File: src/verilog/djkff_regs.vh
// constants for the dual jk flip-flop block
// assumes inclusion by bare name from the design file
// Functional notes
// [RULE_01] two independent jk flops, own preset, clear
// [RULE_02] j and k sampled on rising clock only
// [RULE_03] preset alone forces true 1, complement 0
// [RULE_04] clear alone forces true 0, complement 1
// [RULE_05] preset and clear together drive both 1
// [RULE_06] j0 k0 edge holds state
// [RULE_07] j1 k0 edge sets true output
// [RULE_08] j0 k1 edge clears true output
// [RULE_09] j1 k1 edge toggles state
`ifndef DJKFF_REGS_VH
`define DJKFF_REGS_VH
`define DJKFF_NUM_FLOPS 2
`define DJKFF_STATE_RST 1'h0
`define DJKFF_SYNC_STAGES 2
`endif

File: src/verilog/djkff_top.v
// dual jk flip-flop with per-flop clock, preset and clear
// assumes all pins asynchronous to core_clk_in; all but arst_n_in sampled by two-flop synchronisers
`timescale 1ns/1ps
`include "djkff_regs.vh"

module djkff_top (
  input  wire       core_clk_in,      // system clock, 100 MHz
  input  wire       arst_n_in,        // async reset, active low
  input  wire [1:0] jk_clk_in,        // per-flop clock pins
  input  wire [1:0] j_in,             // per-flop j inputs
  input  wire [1:0] k_in,             // per-flop k inputs
  input  wire [1:0] async_preset_in,  // per-flop preset, active high
  input  wire [1:0] async_clear_in,   // per-flop clear, active high
  output reg  [1:0] q_out,            // true outputs
  output reg  [1:0] q_n_out           // complement outputs
);

  // synchroniser stages: stage a only feeds stage b
  reg [1:0] clk_a_r, clk_b_r, clk_d_r;
  reg [1:0] j_a_r, j_b_r, k_a_r, k_b_r;
  reg [1:0] pre_a_r, pre_b_r, clr_a_r, clr_b_r;
  reg [1:0] state_r;
  reg [1:0] state_nxt;
  reg [1:0] q_nxt, q_n_nxt;
  integer   i;

  // two-flop synchronisers; j/k share latency with the clock pin so setup holds
  always @(posedge core_clk_in or negedge arst_n_in) begin
    if (!arst_n_in) begin
      clk_a_r <= 2'h0;
      clk_b_r <= 2'h0;
      clk_d_r <= 2'h0;
      j_a_r   <= 2'h0;
      j_b_r   <= 2'h0;
      k_a_r   <= 2'h0;
      k_b_r   <= 2'h0;
      pre_a_r <= 2'h0;
      pre_b_r <= 2'h0;
      clr_a_r <= 2'h0;
      clr_b_r <= 2'h0;
    end else begin
      clk_a_r <= jk_clk_in;
      clk_b_r <= clk_a_r;
      clk_d_r <= clk_b_r;
      j_a_r   <= j_in;
      j_b_r   <= j_a_r;
      k_a_r   <= k_in;
      k_b_r   <= k_a_r;
      pre_a_r <= async_preset_in;
      pre_b_r <= pre_a_r;
      clr_a_r <= async_clear_in;
      clr_b_r <= clr_a_r;
    end
  end

  // per-flop next state; each bit touches only its own inputs
  always @* begin
    state_nxt = state_r;
    q_nxt     = 2'h0;
    q_n_nxt   = 2'h0;
    for (i = 0; i < `DJKFF_NUM_FLOPS; i = i + 1) begin                // [RULE_01]
      if (pre_b_r[i] || clr_b_r[i]) begin
        state_nxt[i] = pre_b_r[i];                                     // stored value follows the force
      end else if (clk_b_r[i] && !clk_d_r[i]) begin                    // [RULE_02]
        case ({j_b_r[i], k_b_r[i]})
          2'b00:   state_nxt[i] = state_r[i];                          // [RULE_06]
          2'b10:   state_nxt[i] = 1'b1;                                // [RULE_07]
          2'b01:   state_nxt[i] = 1'b0;                                // [RULE_08]
          2'b11:   state_nxt[i] = ~state_r[i];                         // [RULE_09]
          default: state_nxt[i] = state_r[i];
        endcase
      end
      // forces override the stored value; both high drives both outputs high
      if (pre_b_r[i] && clr_b_r[i]) begin
        q_nxt[i]   = 1'b1;                                             // [RULE_05]
        q_n_nxt[i] = 1'b1;
      end else if (pre_b_r[i]) begin
        q_nxt[i]   = 1'b1;                                             // [RULE_03]
        q_n_nxt[i] = 1'b0;
      end else if (clr_b_r[i]) begin
        q_nxt[i]   = 1'b0;                                             // [RULE_04]
        q_n_nxt[i] = 1'b1;
      end else begin
        q_nxt[i]   = state_nxt[i];
        q_n_nxt[i] = ~state_nxt[i];
      end
    end
  end

  // state and registered outputs
  always @(posedge core_clk_in or negedge arst_n_in) begin
    if (!arst_n_in) begin
      state_r <= {2{`DJKFF_STATE_RST}};
      q_out   <= 2'h0;
      q_n_out <= 2'h3;
    end else begin
      state_r <= state_nxt;
      q_out   <= q_nxt;
      q_n_out <= q_n_nxt;
    end
  end

endmodule // djkff_top

File: config.mk
export PLATFORM = sky130hd
export DESIGN_NAME = djkff_top
export DESIGN_NICKNAME = d
export VERILOG_FILES = /design/src/verilog/djkff_top.v
export VERILOG_INCLUDE_DIRS = /design/src /design/src/verilog
export SDC_FILE = /design/constraint.sdc
export NUM_CORES = 1
export LEC_CHECK = 0
export BUFFER_PORTS_ARGS = -buffer_cell sky130_fd_sc_hd__buf_2
export CORE_MARGIN = 2
export CORE_UTILIZATION = 45
export DETAILED_ROUTE_END_ITERATION = 16
export PLACE_DENSITY = 0.7
export SYNTH_ARGS = -nofsm -noshare
export SYNTH_HDL_FRONTEND = slang
export SYNTH_SLANG_ARGS = --single-unit
File: constraint.sdc
create_clock -name core_clk_in -period 1 [get_ports core_clk_in]
set_input_delay 0.05 -clock core_clk_in [delete_from_list [all_inputs] [get_ports core_clk_in]]
set_output_delay 0.05 -clock core_clk_in [all_outputs]
set_load 0.005 [all_outputs]
==> impl_metrics.ini, run 1 <==
[yosys]
synthFlopType = dfrtp_1
synth-seq-area-share = 0.862
syn_inst = 43
yosys.area_share.simple = 0.0752
yosysUniqueCellTypes = 14
synth_top_area_frac = 0.798
netlist_top_cells_area = dfrtp_1, dfstp_2, and4bb_1
syn_nets = 55
synthArstFlopShare = 1.00
synth_xor_area_frac = 0
yosysWarningCount = 0
synthTopCellsByCount = dfrtp_1, dfstp_2, inv_1, o21ai_0, or2_1
yosysTopAreaCell = dfrtp_1
synth_compound_area_frac = 0.0537
syn_area_um2 = 816
synthAdderAreaFrac = 0
synth-edff-count = 0
synthMuxAreaShare = 0
syn_avg_cell_area_um2 = 19.0
synth_top_family_by_area = simple AND/OR/NAND/NOR gates
synth_most_common_cell = dfrtp_1
synth_seq_cells = 28

[clock_network]
htreeDepth = 1
numCtsBuffers = 3
clockRootBuffer = clkbuf_4
clk_path_buf_depth = 2
clkTransAtPathRegs_ns = 0.13
clkLatencyLatePin_ns = 0.31
cts_tree = done
cts_sinks = 28

[timing]
finClkSkew_ns = 0.00166
hold_viol = 0
report.final.slew_viol_count = 0
fmax_mhz = 1000
fin_setup_tns_ns = 0
worst_pin_slew_ns = 0.569
min_period_ns = 0.996
fin_crit_sh = 0.996
rsz0062_at_grt = true
setup_violations = 0
slew_headroom = 0.621
worst_hold_slack_ns = 0.252

[die]
die_height_um = 46.6
coreArea_um2 = 1710
num_rows = 15
start_util = 0.478
die_area_um2 = 2170
ios = 16
die_w_um = 46.6

[outcome]
status = finished clean

[min_path]
hold_path_class = input port to asynchronous set/reset pin

[drt]
ant_nets = 0
drtIter0Drc = 4
drcViolationCount = 0
wl_per_cell_um = 9.47
drtPass1Iterations = 4
vias = 399
vias_per_cell = 4.07
finalWirelength_um = 928

[final_layout]
nets = 86
syn_to_final_growth_pct = 31.7
multiInputGateArea_um2 = 105
drive_gt1_frac = 0.329
fill_cells = 132
stdcell_area_um2 = 1070
ff_latch_area_um2 = 703
final_core_util = 0.629
diodes = 0
instances_no_fill = 98

[critical_path]
path_cells = buf_2
path_class = flop to output pin
endpoint_kind = output pin
cp_top_family = flip-flops
cpMaxStageDelayCell = dfstp_2
cp-start-kind = flop
cp_data_arrival_time_ns = 0.95
crit_fanout = 1
critPathMaxStageDelay_ns = 0.54
cp_num_buf_inv = 1
required_ns = 0.95

[power]
p_comb_frac = 0.067
p_switching_uw = 358
power_frac_seq = 0.659
p_clk_frac = 0.274
internal_power_uw = 1500
cellLeakagePower_uw = 0.000498
p_per_area_nw_per_um2 = 1730
ir_drop_mv = 1.04
switching_share = 0.193

[place]
port_buffers = 15
gp_congestion = 0.711
dpl_cell_area_um2 = 922
dp_cells = 83

[grt]
antenna_found_initial = 0
grt_pass1_wl_um = 1480
grt_max_degree = 29
first_global_vias = 353
grt_usage = 0.106
grt-ovfl-total = 0

[flow_run]
maxCapViolCount = 0
## cell type report
class / count / area share
Clock buffer: 4 / 0.0338
Inverter: 2 / 0.00698
Multi-Input combinational cell: 13 / 0.0978
Sequential cell: 28 / 0.654
Tap cell: 25 / 0.0291
Timing Repair Buffer: 26 / 0.178
## power groups by stage
stage | sequential [uW] | combinational (uW) | clock [uW]
2_1_floorplan | 1240 | 30.6 | 0
3_3_place_gp | 1240 | 86.5 | 0
3_5_place_dp | 1240 | 89.5 | 0
4_1_cts | 1220 | 122 | 537
5_1_grt | 1230 | 140 | 581
6_report | 1220 | 124 | 508
## worst paths after layout
| check | startpoint | endpoint | slack [ns] | cells after the start |
|---|---|---|---|---|
| worst max register to register | clk_d_r[1]$_DFF_PN0_ | q_out[1]$_DFF_PN0_ | 0.02 | 3 |
| worst min-delay path | arst_n_in | j_b_r[0]$_DFF_PN0_ | 0.25 | 2 |
| worst min register to register | pre_a_r[0]$_DFF_PN0_ | pre_b_r[0]$_DFF_PN0_ | 0.36 | 0 |
| min in group core_clk_in | pre_a_r[0]$_DFF_PN0_ | pre_b_r[0]$_DFF_PN0_ | 0.36 | 0 |
| max in group asynchronous | arst_n_in | q_n_out[1]$_DFF_PN1_ | 0.38 | 2 |
| worst max-delay path | q_n_out[1]$_DFF_PN1_ | q_n_out[1] | 0.004 | 1 |
## metrics by stage
step                      power [uW]  setup WS (ns)
after floorplan                 1270         0.0545
after global placement          1330         0.0427
after detailed placement        1330         0.0188
after CTS                       1880        -0.0218
after global routing            1950        -0.0411
final                           1860        0.00360
## timing repair
action | in CTS | in global routing
pin swaps | 0 | 3
setup endpoints to repair | 2 | 7
gates resized for setup | 0 | 3
setup buffers | 0 | 0
endpoints found under the hold margin | 36 | 0
hold buffers | 11 | 0
## registers in the layout (all words and copies together) (netlist names)
| signal | flops |
|---|---|
| clk_b_r | 2 |
| pre_a_r | 2 |
| k_b_r | 2 |
| j_b_r | 2 |
| clk_a_r | 2 |
| k_a_r | 2 |
| q_out | 2 |
| state_r | 2 |
| clr_b_r | 2 |
| clr_a_r | 2 |
| q_n_out | 2 |
| pre_b_r | 2 |
| clk_d_r | 2 |
| j_a_r | 2 |
## cells in the final DEF, fill, tap and decap left out
master / n
a21o_1: 1
a21oi_1: 1
a21oi_2: 1
and3b_1: 1
and4bb_1: 1
buf_2: 14
buf_6: 1
clkbuf_4: 3
clkbuf_8: 1
dfrtp_1: 26
dfstp_2: 2
dlygate4sd3_1: 11
inv_1: 2
nand2b_2: 1
nand3b_1: 1
nand4bb_1: 1
o21ai_1: 2
o22ai_2: 1
or2_1: 2
## metal layers
metal | routed length (um) | GRT usage
met5 | 0 | 0
met4 | 0 | 0.103
met3 | 36 | 0.0235
met2 | 468 | 0.147
met1 | 423 | 0.135
## cell families (layout without fill, tap and decap cells)
kind of cell,Yosys count,after routing
simple gates,7,7
compound gates,6,6
buf+inv,2,32
flops,28,28
Power figures use the tool's default switching activity.
==> inputs of run 2 (changes only) <==
Settings changed: CORE_UTILIZATION 45 to 54, PLACE_DENSITY 0.7 to 0.78.
Clock period 1 ns to 1.2 ns, I/O delays scaled along.
==> impl_metrics.ini, run 2 (synthesized netlist as in run 1, its figures left out) <==
[critical_path]
cp-start-kind = flop
reg2reg_depth = 3
cp_data_arrival_time_ns = 0.94
cpMaxStageDelayCell = dfstp_2
r2r-end = q_out[1]$_DFF_PN0_
cp_num_buf_inv = 1
path_cells = buf_2
cp_top_family = flip-flops
path_class = flop to output pin
reg2reg_setup_slack_ns = 0.21
required_ns = 1.14
reg2reg_from = clk_d_r[1]$_DFF_PN0_
crit_fanout = 1
critPathMaxStageDelay_ns = 0.53
endpoint_kind = output pin

[clock_network]
hold_buffers = 11
clk_path_buf_depth = 2
cts_tree = done
clockRootBuffer = clkbuf_4
ctsResizeCount = 0
cts_sinks = 28
clkTransAtPathRegs_ns = 0.13
post_cts_buffers = 0
htreeDepth = 1
clkLatencyLatePin_ns = 0.30
numCtsBuffers = 3

[timing]
worst_pin_slew_ns = 0.567
report.final.slew_viol_count = 0
finClkSkew_ns = 0.00717
fin_setup_tns_ns = 0
fin_crit_sh = 0.830
hold_viol = 0
setup_violations = 0
fmax_mhz = 1000
min_period_ns = 0.996
worst_hold_slack_ns = 0.260
slew_headroom = 0.622
rsz0062_at_grt = false

[die]
die_w_um = 42.9
coreArea_um2 = 1450
num_rows = 14
die_area_um2 = 1840
die_height_um = 42.9
ios = 16
start_util = 0.561

[final_layout]
ff_latch_area_um2 = 703
syn_to_final_growth_pct = 27.9
diodes = 0
stdcell_area_um2 = 1040
fill_cells = 89
drive_gt1_frac = 0.319
nets = 86
multiInputGateArea_um2 = 105
instances_no_fill = 88
final_cell_mix = dfrtp_1, buf_2, dlygate4sd3_1, clkbuf_4
mostFrequentLayoutCell = dfrtp_1

[grt]
grt_max_degree = 29
grt_usage = 0.131
grt_pass1_wl_um = 1730
antenna_found_initial = 0
first_global_vias = 454
grt-ovfl-total = 0

[place]
port_buffers = 15
hpwlAfterDp_um = 646
dp_cells = 74
dpl_cell_area_um2 = 911
gp_congestion = 0.578

[flow_run]
maxCapViolCount = 0

[drt]
drcViolationCount = 0
drtPass1Iterations = 2
wl_per_cell_um = 11.4
drtIter0Drc = 4
ant_nets = 0
vias_per_cell = 4.73
vias = 416
finalWirelength_um = 999

[min_path]
hold_path_class = input port to asynchronous set/reset pin

[power]
cellLeakagePower_uw = 0.000489
p_per_area_nw_per_um2 = 1400
ir_drop_mv = 1.01

[outcome]
status = finished clean
run 2: worst max path at each step:
| stage | cells after the start | endpoint | slack, ns | from |
|---|---|---|---|---|
| floorplan | 3 | q_out[1]$_DFF_PN0_ | 0.25 | clk_d_r[1]$_DFF_PN0_ |
| global placement | 3 | state_r[1]$_DFF_PN0_ | 0.25 | clk_d_r[1]$_DFF_PN0_ |
| detailed placement | 3 | state_r[1]$_DFF_PN0_ | 0.21 | clk_d_r[1]$_DFF_PN0_ |
| CTS | 1 | q_n_out[0] | 0.19 | q_n_out[0]$_DFF_PN1_ |
| global route | 3 | q_out[0]$_DFF_PN0_ | 0.11 | clk_b_r[0]$_DFF_PN0_ |
| finish | 1 | q_n_out[0] | 0.20 | q_n_out[0]$_DFF_PN1_ |
run 2: area by class of cell:
type / instances / area share
well taps: 16 / 0.0192
flip-flops and latches: 28 / 0.674
repair buffers: 26 / 0.177
multi-input cells: 13 / 0.101
inverters: 2 / 0.00719
clock buffers: 3 / 0.0216
run 2: power breakdown:
group,switching (uW),total [uW],leakage (uW),internal (uW)
clock,223,340,0.0000138,117
sequential,19.0,1020,0.000321,1000
combinational,42.4,102,0.000154,59.3
total,285,1460,0.000489,1180
run 2: through the flow:
step           worst slack (ns)  total power [uW]   util
2_1_floorplan             0.255              1060      -
3_3_place_gp              0.247              1110  0.627
3_5_place_dp              0.213              1110  0.627
4_1_cts                   0.193              1480  0.718
5_1_grt                   0.115              1530  0.718
6_report                  0.204              1460  0.718
run 2: routing by layer:
metal | up-vias | routed length (um) | part of all wire | track usage
met5 | - | 0 | 0 | 0
met4 | 0 | 0 | 0 | 0.0563
met3 | 0 | 48 | 0.048 | 0.0255
met2 | 15 | 526 | 0.53 | 0.236
met1 | 201 | 425 | 0.43 | 0.150
li1 | 200 | - | - | -
==> inputs of run 3 (changes only) <==
Settings changed: CORE_UTILIZATION 54 to 50, PLACE_DENSITY 0.78 to 0.73.
Clock period 1.2 ns to 0.93 ns, I/O delays scaled along.
==> impl_metrics.ini, run 3 (synthesized netlist as in run 1, its figures left out) <==
[place]
hpwlAfterDp_um = 667
dp_slack_ns = -0.0522
gp_congestion = 0.601
dp_cells = 76
port_buffers = 15

[die]
die_w_um = 44.4
start_util = 0.535
num_rows = 14
die_height_um = 44.4
coreArea_um2 = 1520
die_area_um2 = 1970
ios = 16

[final_layout]
final_cell_mix = dfrtp_1, buf_2, dlygate4sd3_1, clkbuf_4, buf_4
syn_to_final_growth_pct = 34.8
diodes = 0
multiInputGateArea_um2 = 109
drive_gt1_frac = 0.368
nets = 89
fill_cells = 98
ff_latch_area_um2 = 703
mostFrequentLayoutCell = dfrtp_1
instances_no_fill = 92

[power]
p_total_uw = 2230
cellLeakagePower_uw = 0.000517
ir_drop_mv = 1.73
p_per_area_nw_per_um2 = 2030

[critical_path]
cp_num_buf_inv = 1
path_class = flop to output pin
crit_fanout = 1
cp-start-kind = flop
cpMaxStageDelayCell = dfstp_2
required_ns = 0.88
cp_data_arrival_time_ns = 0.96
cp.depth = 1
critPathMaxStageDelay_ns = 0.54
reg2reg_depth = 4
endpoint_kind = output pin
cp_top_family = flip-flops
path_cells = buf_2

[timing]
worst_hold_slack_ns = 0.237
rsz0062_at_grt = true
worst_pin_slew_ns = 0.326
setup_ws_ns = -0.0730
fin_crit_sh = 1.08
min_period_ns = 1.00
finClkSkew_ns = 0.0112
slew_headroom = 0.783
fmax_mhz = 997
setup_violations = 7
hold_viol = 0
report.final.slew_viol_count = 0

[drt]
finalWirelength_um = 1210
drcViolationCount = 0
vias = 445
ant_nets = 0
vias_per_cell = 4.84
wl_per_cell_um = 13.2
drtIter0Drc = 0
drtPass1Iterations = 1

[clock_network]
clk_path_buf_depth = 2
htreeDepth = 1
cts_tree = done
clkTransAtPathRegs_ns = 0.14
clkLatencyLatePin_ns = 0.32
numCtsBuffers = 3
cts_sinks = 28
clockRootBuffer = clkbuf_4

[grt]
grt_pass1_wl_um = 2110
met2_usage = 0.268
antenna_found_initial = 0
grt_usage = 0.171
use_met1 = 0.184
busiest_layer = met2
first_global_vias = 471
grt_max_degree = 29
grt-ovfl-total = 0
use_met3 = 0.0735

[min_path]
hold_path_class = input port to asynchronous set/reset pin

[flow_run]
maxCapViolCount = 0

[outcome]
violations = negative setup slack
status = finished, violations left
## run 3: cell count changes in the layout (fill, tap and decap cells not counted)
cell / before / now
a21oi_2: 1 / 2
buf_4: 0 / 3
o21ai_1: 0 / 2
a21oi_1: 1 / 0
o21ai_0: 2 / 0
bufinv_16: 0 / 1
## run 3: power by group
group          switching [uW]  internal [uW]
Clock                     332            436
Sequential               25.5           1290
Combinational            61.2           89.1
## run 3: area by class of cell
| type | count | area share |
|---|---|---|
| well taps | 16 | 0.0182 |
| flip-flops and latches | 28 | 0.639 |
| repair buffers | 29 | 0.189 |
| clock inverters | 1 | 0.0273 |
| inverters | 2 | 0.00683 |
| multi-input cells | 13 | 0.0990 |
| clock buffers | 3 | 0.0205 |
## run 3: worst paths after layout
check	start	end	slack, ns
worst min register to register	pre_a_r[0]$_DFF_PN0_	pre_b_r[0]$_DFF_PN0_	0.36
worst max register to register	state_r[1]$_DFF_PN0_	q_out[1]$_DFF_PN0_	-0.07
min in group core_clk_in	async_clear_in[1]	clr_a_r[1]$_DFF_PN0_	0.35
worst min-delay path	arst_n_in	clr_a_r[1]$_DFF_PN0_	0.24
max in group asynchronous	arst_n_in	q_n_out[0]$_DFF_PN1_	0.39
worst max-delay path	q_n_out[1]$_DFF_PN1_	q_n_out[1]	-0.07
## run 3: metrics by stage
step            util  area (um2)  setup TNS (ns)
2_1_floorplan      -         816        -0.00705
3_3_place_gp   0.608         926         -0.0265
3_5_place_dp   0.608         926          -0.164
4_1_cts        0.719        1100          -0.452
5_1_grt        0.722        1100          -0.849
6_report       0.722        1100          -0.413
## run 3: what timing repair did
| item | CTS | global route |
|---|---|---|
| setup endpoints to repair | 8 | 8 |
| buffers inserted | 1 | 0 |
| hold buffers | 11 | 0 |
| hold endpoints to repair | 38 | 0 |
| resized for setup | 2 | 1 |
| pin swaps | 3 | 4 |
## run 3: routing by layer
metal | wire length [um] | part of all wire
met1 | 481 | 0.40
met2 | 606 | 0.50
met3 | 82 | 0.068
met4 | 42 | 0.035
met5 | 0 | 0
